<file path="src/msc_defines.svh">
// constants for the module sideband control block
`ifndef MSC_DEFINES_SVH
`define MSC_DEFINES_SVH
// ==========================================================
// clock and timing
`define MSC_CLK_MHZ 40
`define MSC_T_RESET_INIT_NS 2000
`define MSC_T_INIT_NS 2000000
`define MSC_CNT_W 20
// ==========================================================
// register indices (byte address is four times the index)
`define MSC_AW 12
`define MSC_IDX_W 10
`define MSC_IDX_STATUS 10'h002
`define MSC_IDX_FLAGS 10'h003
`define MSC_IDX_CTRL 10'h05d
// ==========================================================
// field positions and reset values
`define MSC_ST_NOT_READY 0
`define MSC_ST_LOW_POWER 1
`define MSC_CTRL_OVERRIDE 0
`define MSC_CTRL_POWER_SET 1
`define MSC_CTRL_HP_ALLOW 2
`define MSC_CTRL_W 3
`define MSC_CTRL_RST 3'h0
`define MSC_FLAG_W 8
`define MSC_FLAG_RST 8'h00
`define MSC_SYNC_W 6
`define MSC_SYNC_RST 6'h15
`endif

</file>
<file path="src/msc_pkg.sv">
// types for the module sideband control block
`default_nettype none
package msc_pkg;
  // reset sequencer states
  typedef enum logic [1:0] {MSC_RUN, MSC_HOLD, MSC_INIT} msc_rst_st_t;
endpackage
`default_nettype wire

</file>
<file path="src/msc_sync.sv">
// two flip-flop synchroniser for asynchronous pin levels
`timescale 1ns/1ps
`default_nettype none
module msc_sync #(
  parameter int W = 1,
  parameter logic [W-1:0] RST_VAL = '0
) (
  input wire logic ref_clk, // block clock
  input wire logic resetn, // async reset, active low
  input wire logic [W-1:0] d_async, // levels from outside the domain
  output logic [W-1:0] q_sync // levels safe to use
);
  logic [W-1:0] meta_r; // first stage, read only by the second
  // ==========================================================
  // sampling stages
  // both stages reset to the idle pin level so no false event at release
  always_ff @(posedge ref_clk or negedge resetn)
  begin
    if (!resetn)
    begin
      meta_r <= RST_VAL;
      q_sync <= RST_VAL;
    end
    else
    begin
      meta_r <= d_async;
      q_sync <= meta_r;
    end
  end
endmodule
`default_nettype wire

</file>
<file path="src/msc_top.sv">
// sideband control and status logic of a pluggable transceiver module
// How it works
// - select low enables management interface answers
// - select high silences management interface completely
// - undriven select reads high, deselected
// - undriven reset pin reads as released
// - long reset pulse restores all defaults
// - init interval starts at reset release
// - completion: interrupt low, not-ready clear
// - power-up posts completion without reset pulse
// - low-power pin pulled up, high means low power
// - power state from pin and control bits
// - presence pin driven low while inserted
// - interrupt low flags fault or status
// - interrupt is pull-low-only open collector
// - release after not-ready zero and flags read
//
// Added by the designer: the APB register port and the address map.
`timescale 1ns/1ps
`include "msc_defines.svh"
`default_nettype none
module msc_top #(
  parameter int INIT_CYC = (`MSC_T_INIT_NS * `MSC_CLK_MHZ) / 1000
) (
  input wire logic ref_clk, // 40 MHz block clock
  input wire logic resetn, // power-on reset, async, active low
  input wire logic psel, // apb select
  input wire logic penable, // apb access phase
  input wire logic pwrite, // apb direction, high writes
  input wire logic [`MSC_AW-1:0] paddr, // apb byte address
  input wire logic [31:0] pwdata, // apb write data
  output logic [31:0] prdata, // apb read data
  output logic pready, // apb ready
  output logic pslverr, // apb error for unmapped address
  input wire logic module_select_n, // select pin level, active low
  input wire logic module_select_n_drv, // host drives the select pin
  input wire logic module_reset_n, // reset pin level, active low
  input wire logic module_reset_n_drv, // host drives the reset pin
  input wire logic low_power_request, // low-power pin level
  input wire logic low_power_request_drv, // host drives the low-power pin
  input wire logic [`MSC_FLAG_W-1:0] fault_event, // one-cycle fault pulses
  output logic module_present_n_o, // presence pin output level
  output logic module_present_n_oe_n, // presence pin enable, low drives
  output logic interrupt_n_o, // interrupt pin output level
  output logic interrupt_n_oe_n, // interrupt pin enable, low drives
  output logic mgmt_enable, // management engine may answer
  output logic low_power_mode, // module held in low power
  output logic high_power_enable, // high power classes allowed
  output logic init_busy // reset execution in progress
);
  // ==========================================================
  // timing counts
  localparam int PULSE_CYC = (`MSC_T_RESET_INIT_NS * `MSC_CLK_MHZ + 999) / 1000;
  localparam logic [`MSC_CNT_W-1:0] PULSE_MAX = PULSE_CYC[`MSC_CNT_W-1:0];
  localparam logic [`MSC_CNT_W-1:0] INIT_MAX = INIT_CYC[`MSC_CNT_W-1:0];

  // ==========================================================
  // pin conditioning
  logic [`MSC_SYNC_W-1:0] pins_async; // raw pins and drive flags
  logic [`MSC_SYNC_W-1:0] pins_sync; // synchronised copies
  wire logic sel_lvl; // biased select level
  wire logic rst_lvl; // biased reset level
  wire logic lp_lvl; // biased low-power level

  assign pins_async = {low_power_request_drv, low_power_request,
                       module_reset_n_drv, module_reset_n,
                       module_select_n_drv, module_select_n};

  // drive flags reset to undriven, levels to their pulled-up state
  msc_sync #(
    .W(`MSC_SYNC_W),
    .RST_VAL(`MSC_SYNC_RST)
  ) u_sync (
    .ref_clk(ref_clk),
    .resetn(resetn),
    .d_async(pins_async),
    .q_sync(pins_sync)
  );

  // an undriven pin reads high: the internal bias
  assign sel_lvl = pins_sync[1] ? pins_sync[0] : 1'b1;
  assign rst_lvl = pins_sync[3] ? pins_sync[2] : 1'b1;
  assign lp_lvl = pins_sync[5] ? pins_sync[4] : 1'b1;

  // ==========================================================
  // register decode
  function automatic logic reg_hit(input logic [`MSC_AW-1:0] a,
                                   input logic [`MSC_IDX_W-1:0] idx);
    reg_hit = (a[`MSC_AW-1:2] == idx) && (a[1:0] == 2'h0);
  endfunction

  wire logic hit_status; // status word addressed
  wire logic hit_flags; // flag word addressed
  wire logic hit_ctrl; // power control word addressed
  wire logic hit_any; // any mapped word
  wire logic access_done; // apb transfer completes at this edge
  wire logic wr_ctrl; // completing write to control
  wire logic rd_status; // completing read of status
  wire logic rd_flags; // completing read of flags

  assign hit_status = reg_hit(paddr, `MSC_IDX_STATUS);
  assign hit_flags = reg_hit(paddr, `MSC_IDX_FLAGS);
  assign hit_ctrl = reg_hit(paddr, `MSC_IDX_CTRL);
  assign hit_any = hit_status | hit_flags | hit_ctrl;
  assign access_done = psel & penable & pready;
  assign wr_ctrl = access_done & pwrite & hit_ctrl;
  assign rd_status = access_done & ~pwrite & hit_status;
  assign rd_flags = access_done & ~pwrite & hit_flags;

  // ==========================================================
  // reset sequencer state
  msc_pkg::msc_rst_st_t st_r; // sequencer state
  msc_pkg::msc_rst_st_t st_nxt; // next state
  logic [`MSC_CNT_W-1:0] cnt_r; // pulse or init cycle count
  logic [`MSC_CNT_W-1:0] cnt_nxt; // next count
  logic full_reset; // pulse was long enough, defaults restored now
  logic init_end; // reset execution finished this cycle

  // sequencer: measure the low pulse, then time the execution
  always_comb
  begin
    st_nxt = st_r;
    cnt_nxt = cnt_r;
    full_reset = 1'b0;
    init_end = 1'b0;
    unique case (st_r)
      msc_pkg::MSC_RUN:
      begin
        // start measuring as soon as the pin goes low
        if (!rst_lvl)
        begin
          st_nxt = msc_pkg::MSC_HOLD;
          cnt_nxt = '0;
        end
      end
      msc_pkg::MSC_HOLD:
      begin
        if (!rst_lvl)
        begin
          // saturate so a very long pulse stays armed
          if (cnt_r != PULSE_MAX)
            cnt_nxt = cnt_r + 1'b1;
        end
        else if (cnt_r == PULSE_MAX)
        begin
          // execution starts at the rising edge of the pin
          st_nxt = msc_pkg::MSC_INIT;
          cnt_nxt = '0;
          full_reset = 1'b1;
        end
        else
        begin
          // short glitch: ignored, nothing is reset
          st_nxt = msc_pkg::MSC_RUN;
        end
      end
      msc_pkg::MSC_INIT:
      begin
        if (!rst_lvl)
        begin
          // a new pulse during execution restarts the measurement
          st_nxt = msc_pkg::MSC_HOLD;
          cnt_nxt = '0;
        end
        else if (cnt_r == INIT_MAX - 1'b1)
        begin
          st_nxt = msc_pkg::MSC_RUN;
          init_end = 1'b1;
        end
        else
          cnt_nxt = cnt_r + 1'b1;
      end
    endcase
  end

  // power-up enters execution directly so completion posts unasked
  always_ff @(posedge ref_clk or negedge resetn)
  begin
    if (!resetn)
    begin
      st_r <= msc_pkg::MSC_INIT;
      cnt_r <= '0;
    end
    else
    begin
      st_r <= st_nxt;
      cnt_r <= cnt_nxt;
    end
  end

  // ==========================================================
  // status, flags and control registers
  logic not_ready_r; // data not ready flag
  logic not_ready_nxt;
  logic done_pend_r; // completion interrupt still posted
  logic done_pend_nxt;
  logic st_zero_r; // status seen with not-ready clear
  logic st_zero_nxt;
  logic [`MSC_FLAG_W-1:0] flags_r; // sticky fault flags
  logic [`MSC_FLAG_W-1:0] flags_nxt;
  logic [`MSC_CTRL_W-1:0] ctrl_r; // power control bits
  logic [`MSC_CTRL_W-1:0] ctrl_nxt;
  wire logic lp_active; // resolved low-power state

  // override selects the software bit over the pin
  assign lp_active = ctrl_r[`MSC_CTRL_OVERRIDE] ?
                     ctrl_r[`MSC_CTRL_POWER_SET] : lp_lvl;

  // not-ready is set by full reset and cleared when execution ends
  assign not_ready_nxt = full_reset ? 1'b1 : (init_end ? 1'b0 : not_ready_r);
  // completion posts at the end of execution; set wins over release
  assign done_pend_nxt = init_end ? 1'b1 :
                         ((full_reset | (rd_flags & st_zero_r)) ? 1'b0 :
                          done_pend_r);
  // remember a status read that showed not-ready at zero
  assign st_zero_nxt = (full_reset | init_end) ? 1'b0 :
                       ((rd_status & ~prdata[`MSC_ST_NOT_READY]) ? 1'b1 :
                        ((rd_flags & st_zero_r) ? 1'b0 : st_zero_r));
  // read clears only what was reported; a new event in that cycle stays
  assign flags_nxt = full_reset ? `MSC_FLAG_RST :
                     ((flags_r & ~(rd_flags ? prdata[`MSC_FLAG_W-1:0] :
                       `MSC_FLAG_RST)) | fault_event);
  assign ctrl_nxt = full_reset ? `MSC_CTRL_RST :
                    (wr_ctrl ? pwdata[`MSC_CTRL_W-1:0] : ctrl_r);

  // state registers, power-up values match a fresh execution
  always_ff @(posedge ref_clk or negedge resetn)
  begin
    if (!resetn)
    begin
      not_ready_r <= 1'b1;
      done_pend_r <= 1'b0;
      st_zero_r <= 1'b0;
      flags_r <= `MSC_FLAG_RST;
      ctrl_r <= `MSC_CTRL_RST;
    end
    else
    begin
      not_ready_r <= not_ready_nxt;
      done_pend_r <= done_pend_nxt;
      st_zero_r <= st_zero_nxt;
      flags_r <= flags_nxt;
      ctrl_r <= ctrl_nxt;
    end
  end

  // ==========================================================
  // apb slave
  wire logic [31:0] rd_mux; // read data for the addressed word
  wire logic ready_nxt; // ready after one wait cycle

  assign rd_mux = hit_status ? {30'h0, lp_active, not_ready_r} :
                  hit_flags ? {24'h0, flags_r} :
                  hit_ctrl ? {29'h0, ctrl_r} : 32'h0;
  // one wait state: ready rises in the second access cycle
  assign ready_nxt = psel & penable & ~pready;

  // read data captured with ready so it is stable for the sample
  always_ff @(posedge ref_clk or negedge resetn)
  begin
    if (!resetn)
    begin
      pready <= 1'b0;
      pslverr <= 1'b0;
      prdata <= 32'h0;
    end
    else
    begin
      pready <= ready_nxt;
      pslverr <= ready_nxt & ~hit_any;
      // keep data through the completing cycle, zero otherwise
      if (ready_nxt)
        prdata <= pwrite ? 32'h0 : rd_mux;
      else if (!pready)
        prdata <= 32'h0;
    end
  end

  // ==========================================================
  // sideband outputs
  wire logic int_req; // any reason to pull the interrupt low

  assign int_req = done_pend_r | (|flags_r);

  // every output registered; open-collector pins only ever pull low
  always_ff @(posedge ref_clk or negedge resetn)
  begin
    if (!resetn)
    begin
      module_present_n_o <= 1'b0;
      module_present_n_oe_n <= 1'b0;
      interrupt_n_o <= 1'b0;
      interrupt_n_oe_n <= 1'b1;
      mgmt_enable <= 1'b0;
      low_power_mode <= 1'b1;
      high_power_enable <= 1'b0;
      init_busy <= 1'b1;
    end
    else
    begin
      module_present_n_o <= 1'b0;
      module_present_n_oe_n <= 1'b0;
      interrupt_n_o <= 1'b0;
      interrupt_n_oe_n <= ~int_req;
      // the engine answers only while selected; timing waits are the host's
      mgmt_enable <= ~sel_lvl;
      low_power_mode <= lp_active;
      high_power_enable <= ~lp_active & ctrl_r[`MSC_CTRL_HP_ALLOW];
      init_busy <= not_ready_nxt;
    end
  end
endmodule
`default_nettype wire

</file>
<file path="config.mk">
export PLATFORM = sky130hd
export DESIGN_NAME = msc_top
export DESIGN_NICKNAME = d
export VERILOG_FILES = /design/src/msc_pkg.sv /design/src/msc_sync.sv /design/src/msc_top.sv
export VERILOG_INCLUDE_DIRS = /design/src
export SDC_FILE = /design/constraint.sdc
export NUM_CORES = 1
export LEC_CHECK = 0
export ABC_CLOCK_PERIOD_IN_PS = 2870
export BUFFER_PORTS_ARGS = -buffer_cell sky130_fd_sc_hd__clkbuf_2
export CORE_MARGIN = 2
export CORE_UTILIZATION = 40
export CTS_CLUSTER_DIAMETER = 120
export DETAILED_ROUTE_END_ITERATION = 10
export PLACE_DENSITY = 0.65
export SLEW_MARGIN = 20
export SYNTH_ARGS = -nofsm -noshare
export SYNTH_HDL_FRONTEND = slang
export SYNTH_SLANG_ARGS = --single-unit
export TNS_END_PERCENT = 1
</file>
<file path="constraint.sdc">
create_clock -name ref_clk -period 2.87 [get_ports ref_clk]
set_input_delay 0.4305 -clock ref_clk [delete_from_list [all_inputs] [get_ports ref_clk]]
set_output_delay 0.4305 -clock ref_clk [all_outputs]
set_load 0.1 [all_outputs]
</file>
==> qor.yml, run 1 <==
grt-ovfl-total: 0
place_ws_ns: 0.601
synthArstFlopShare_pct: 100
setup_slack_ns: 0.596
synth_cell_types: 55
dr.pass1.iters: 4
via_count: 2457
cts_root_buffer: "clkbuf_8"
rsz0062_at_grt: "no"
period_needed_ns: 2.27
die-height_um: 93.7
hold_slack_ns: 0.165
timing.fmax_mhz: 440
power_mw: 2.20
place_inst: 467
start_kind: "register"
synth_area_mm2: 0.00322
skew_ns: 0.00490
synth-edff-count: 0
final_layout_size_suffix_gt1_share_pct: 26.8
required_ns: 3.09
io_buffers: 48
avgSynthCellArea_um2: 10.0
fillCellCount: 719
core_area_mm2: 0.00777
irDropWorstVdd_v: 0.000270
cts_buffers: 9
max_cap_violations: 0
crit_path_max_incr_delay_ns: 0.44
tns_ns: 0
die_x_um: 93.7
synth_commonest_cells: "52 x dfrtp_1, 31 x nor2_1, 30 x nand2_1"
path_cells: "ha_1 -> and4_1 -> nand2_1 -> o41a_1 -> o211ai_2 -> or2_1 -> buf_4 -> o31ai_1"
route.detailed.drc: 0
hold_path_class: "in2reg"
cp_max_fo: 17
yosys.area.top_type: "dfrtp_1"
crit_buf_inv: 1
diodes: 0
wirelength_mm: 6.39
via_per_inst: 5.09
grt_max_degree: 33
criticalPathCategory: "reg2reg"
synth.most_common_cell: "dfrtp_1"
h-tree-depth: 3
grt_antenna_before_repair: 0
cp-end-kind: "register"
tightest_slew_ns: 0.831
clockBufferDepth: 2
synthCells: 322
netlist.area_leader.share_pct: 40.4
synth.area.top_cells: "dfrtp_1 40%, dfstp_2 8.2%, buf_4 6.3%"
fin_nets: 444
initial_core_util_pct: 41.4
hold_viol: 0
status: "complete, no violations"
drv_slew: 0
postCtsSetupBuffers: 0
wl_per_cell_um: 13.2
p_per_area_mw_per_mm2: 597
gp_congestion: 0.806
clk_latency_ns: 0.34
place_hpwl_mm: 4.54
cp.arrival_ns: 2.49
initialDrtViolationCount: 95
row_count: 32
ys_seq_area_share_pct: 48.6
finalCritPeriodShare_pct: 79.2
die-area_mm2: 0.00878
ios: 105
yosys_warnings: 0
grt_pass1_wl_mm: 10.8
fin_cells: 483
area_delta_synth_final_pct: 14.4
ant_nets: 0
ys_seq_elements: 62
cts_resized: 0
clkSinkCount: 62
grt_pass1_vias: 2409
grt_util_all_layers_pct: 15.7
setup_viol: 0
slew_headroom_pct: 44.6
cp_slowest_cell: "dfrtp_1"
clkTransAtPathRegs_ns: 0.07
ys.flop_type: "dfrtp_1"
leakagePower_nw: 1.61
critical_path.top_delay_family: "compound AO/OA/AOI/OAI gates"
postCtsHoldBufs: 0
cts_tree: "built"
==> area by class of cell <==
class | instances | area, um^2 | share of cell area (%)
flip-flops and latches | 62 | 1560 | 42.5
clock inverters | 7 | 97.6 | 2.65
multi-input cells | 236 | 1430 | 38.8
inverters | 11 | 41.3 | 1.12
well taps | 102 | 128 | 3.47
repair buffers | 56 | 300 | 8.15
clock buffers | 9 | 124 | 3.36
==> final timing paths <==
| check | from | end | slack (ns) | depth (start not counted) |
|---|---|---|---|---|
| worst min-delay path | low_power_request | u_sync.meta_r[4] | 0.17 | 1 |
| worst min register to register | u_sync.meta_r[5] | u_sync.q_sync[5] | 0.35 | 0 |
| min in group asynchronous | resetn | cnt_r[8] | 0.18 | 1 |
| worst max register to register | cnt_r[0] | cnt_r[10] | 0.60 | 8 |
| worst max-delay path | cnt_r[0] | cnt_r[10] | 0.60 | 8 |
| max in group asynchronous | resetn | u_sync.q_sync[4] | 1.89 | 2 |
==> worst register-to-register path: cells and delay by family, from the launching register on <==
kind	cells	cell delay [ns]
AOI/OAI and AO/OA	3	0.61
and+or+nand+nor	3	0.57
DFF	1	0.44
buffers and inverters	1	0.29
adders and majority gates	1	0.24
==> cells in the final DEF (no fill, tap or decap), drive strengths merged, types with 6 or more instances in the layout <==
cell    instances
nor3            7
o21ai          26
nand2          30
nor2           31
a21oi          13
buf             8
clkbuf         57
o31ai          13
inv            12
conb           27
dfrtp          52
nand3          10
nor4           11
dfstp          10
nor2b           6
nand4           6
==> kinds of logic (layout without fill, tap and decap cells) <==
family	after synthesis	after routing	share of synthesized area, %
flops	62	62	48.6
fa+ha+maj	5	5	1.94
other cells	1	27	0.116
mux	3	3	0.933
simple gates	126	126	21.2
buf+inv	50	83	10.1
compound gates	75	75	17.1
==> report_power, final <==
| group | internal, mW | switching (mW) | leakage (nW) |
|---|---|---|---|
| Sequential | 0.901 | 0.0188 | 0.765 |
| Clock | 0.491 | 0.366 | 0.106 |
| Combinational | 0.0877 | 0.335 | 0.744 |
| Total | 1.48 | 0.720 | 1.61 |
==> stage by stage <==
step | cell area, um^2 | utilization [%]
floorplan | 3320 | -
global placement | 3460 | 44.6
detailed placement | 3460 | 44.6
CTS | 3680 | 47.4
global route | 3680 | 47.4
finish | 3680 | 47.4
==> flip-flops by register name, summed over array words and instances (netlist names) <==
register and flops:
cnt_r 20, flags_r 8, prdata 8, u_sync.meta_r 6
u_sync.q_sync 6, ctrl_r 3, st_r 2, done_pend_r 1
high_power_enable 1, init_busy 1, interrupt_n_oe_n 1, low_power_mode 1
mgmt_enable 1, pready 1, pslverr 1, st_zero_r 1
==> metal layers <==
metal  vias to the layer above  wire length (um)  global-route usage (%)
li1                       1202                 -                       -
met1                      1149              2930                    20.6
met2                        91              2900                    24.1
met3                        15               432                    4.01
met4                         0               125                    7.85
met5                         -                 0                       0
Note: power is estimated with default switching activity, not from simulation.
==> run 2: changes to the inputs <==
--- a/config.mk
+++ b/config.mk
@@ -6,7 +6,7 @@
 export SDC_FILE = /design/constraint.sdc
 export NUM_CORES = 1
 export LEC_CHECK = 0
-export ABC_CLOCK_PERIOD_IN_PS = 2870
+export ABC_CLOCK_PERIOD_IN_PS = 2130
 export BUFFER_PORTS_ARGS = -buffer_cell sky130_fd_sc_hd__clkbuf_2
 export CORE_MARGIN = 2
 export CORE_UTILIZATION = 40
==> constraint.sdc (replaced) <==
create_clock -name ref_clk -period 2.13 [get_ports ref_clk]
set_input_delay 0.3195 -clock ref_clk [delete_from_list [all_inputs] [get_ports ref_clk]]
set_output_delay 0.3195 -clock ref_clk [all_outputs]
set_load 0.1 [all_outputs]
==> qor.yml, run 2 (same netlist as run 1, synthesis figures left out) <==
die_x_um: 93.7  # unchanged
tns_ns: 0  # unchanged
place_ws_ns: 0.0142  # -0.587 ns
timing.rr.end: "cnt_r[13]"
required_ns: 2.36  # -0.73 ns
leakagePower_nw: 1.73  # +7.0%
timing.fmax_mhz: 487  # +11%
initial_core_util_pct: 41.4  # unchanged
regToRegSetupSlack_ns: 0.07  # -0.52 ns
grt_pass1_wl_mm: 11.1  # +2.3%
row_count: 32  # unchanged
setup_viol: 0  # unchanged
status: "complete, no violations"
clkSinkCount: 62  # unchanged
clockBufferDepth: 2  # unchanged
wl_met3_um: 408  # -5.6%
multiInputGateArea_mm2: 0.00146  # +2.5%
crit_path_max_incr_delay_ns: 0.46  # +0.02 ns
cts_root_buffer: "clkbuf_8"
via_count: 2552  # +3.9%
setup_slack_ns: 0.0747  # -0.521 ns
grt_max_degree: 40  # +21%
route.detailed.drc: 0  # unchanged
reg2reg_from: "cnt_r[10]"
fin_nets: 461  # +3.8%
clk_latency_ns: 0.34  # about the same
dr.pass1.iters: 5  # +1
cp_slowest_cell: "o41a_1"
crit_end: "cnt_r[13]"
area_delta_synth_final_pct: 20.9
final_area_mm2: 0.00389  # +5.7%
hold_path_class: "in2reg"
start_kind: "register"
wirelength_mm: 6.79  # +6.3%
via_per_inst: 5.10  # +0.34%
dr_wl_met2_mm: 3.35  # +15%
layout_common_cells: "50 x dfrtp_1, 48 x clkbuf_2, 31 x nor2_1, 29 x nand2_1, 27 x conb_1"
irDropWorstVdd_v: 0.000556  # +110%
reg.largest.list: "cnt_r x20, flags_r x8, prdata x8"
power_mw: 3.05  # +38%
grt_antenna_before_repair: 0  # unchanged
regArea_mm2: 0.00157  # +0.16%
largest_reg_flops: 20  # unchanged
crit_start: "cnt_r[10]"
fillCellCount: 729  # +1.4%
crit_buf_inv: 1  # unchanged
critical_path.top_delay_family: "compound AO/OA/AOI/OAI gates"
initialDrtViolationCount: 115  # +21%
final_layout_size_suffix_gt1_share_pct: 32.4  # +5.6 points
diodes: 0  # unchanged
postCtsSetupBuffers: 0  # unchanged
clkTransAtPathRegs_ns: 0.07  # about the same
max_cap_violations: 0  # unchanged
post_dp_cell_area_mm2: 0.00361  # +4.4%
drt-met1-wl_mm: 2.96  # +1.2%
tightest_slew_ns: 0.541  # -0.290 ns
cp-end-kind: "register"
p_per_area_mw_per_mm2: 782  # +31%
cts_tree: "built"
place_hpwl_mm: 4.86  # +6.9%
period_needed_ns: 2.06  # -0.219 ns
cts_buffers: 9  # unchanged
maxUsedRoutingLayer: "met4"
r2r_cells: 7  # -1
grt_pass1_vias: 2378  # -1.3%
wl_per_cell_um: 13.6  # +2.7%
core_area_mm2: 0.00777  # unchanged
criticalPathCategory: "reg2reg"
top_register: "cnt_r"
cp.arrival_ns: 2.28  # -0.21 ns
slew_headroom_pct: 63.6  # +19 points
die-area_mm2: 0.00878  # unchanged
path_depth: 7  # -1
finalCritPeriodShare_pct: 96.5  # +17 points
grt_util_all_layers_pct: 16.3  # +0.61 points
layout_commonest_cell: "dfrtp_1"
drv_slew: 0  # unchanged
h-tree-depth: 3  # unchanged
gp_congestion: 0.798  # -1.0%
cp_max_fo: 23  # +6
skew_ns: 0.00823  # +0.00334 ns
io_buffers: 48  # unchanged
die-height_um: 93.7  # unchanged
ios: 105  # unchanged
grt-ovfl-total: 0  # unchanged
ant_nets: 0  # unchanged
path_cells: "nor4_2 -> nand3_2 -> o41a_1 -> o211ai_2 -> buf_12 -> nor3_1 -> o22a_1"
hold_viol: 0  # unchanged
run 2: worst register-to-register path: stages (launching register included):
cell and delay (ns):
dfrtp_1 0.40, nor4_2 0.35, nand3_2 0.19, o41a_1 0.46
o211ai_2 0.11, buf_12 0.19, nor3_1 0.07, o22a_1 0.18
run 2: worst min path at each step:
| stage | startpoint | cells past startpoint | end |
|---|---|---|---|
| after floorplan | resetn | 0 | cnt_r[0] |
| after global placement | resetn | 1 | prdata[6] |
| after detailed placement | resetn | 1 | prdata[6] |
| after CTS | low_power_request | 1 | u_sync.meta_r[4] |
| after global routing | module_reset_n | 1 | u_sync.meta_r[2] |
| final | module_reset_n | 1 | u_sync.meta_r[2] |
run 2: layer usage:
metal | vias to the layer above | track usage (%)
li1 | 1244 | -
met1 | 1226 | 20.5
met2 | 77 | 27.1
met3 | 5 | 5.14
met4 | 0 | 4.71
met5 | - | 0
run 2: what timing repair did:
| item | in CTS | in global routing |
|---|---|---|
| endpoints found under the hold margin | 5 | 0 |
| endpoints found under the setup margin | 0 | 19 |
| hold buffers | 1 | 0 |
| gates resized for setup | 0 | 13 |
run 2: layout make-up:
type | instances | area share (%)
Clock buffer | 10 | 3.53
Clock inverter | 6 | 2.41
Inverter | 11 | 1.06
Multi-Input combinational cell | 236 | 37.6
Sequential cell | 62 | 40.2
Tap cell | 102 | 3.28
Timing Repair Buffer | 73 | 11.9
run 2: power breakdown:
| part | switching (mW) | total [mW] | leakage [nW] | internal, mW |
|---|---|---|---|---|
| clock | 0.477 | 1.17 | 0.113 | 0.698 |
| combinational | 0.465 | 0.630 | 0.852 | 0.165 |
| sequential | 0.0266 | 1.24 | 0.762 | 1.21 |
run 2: through the flow:
stage          util [%]  hold slack, ns  std cells
6_report           50.1          0.0597        500
5_1_grt            50.1          0.0442        500
4_1_cts            49.6          0.0418        500
3_5_place_dp       46.5           0.159        483
3_3_place_gp       46.5           0.156        483
2_1_floorplan         -          0.0239        348
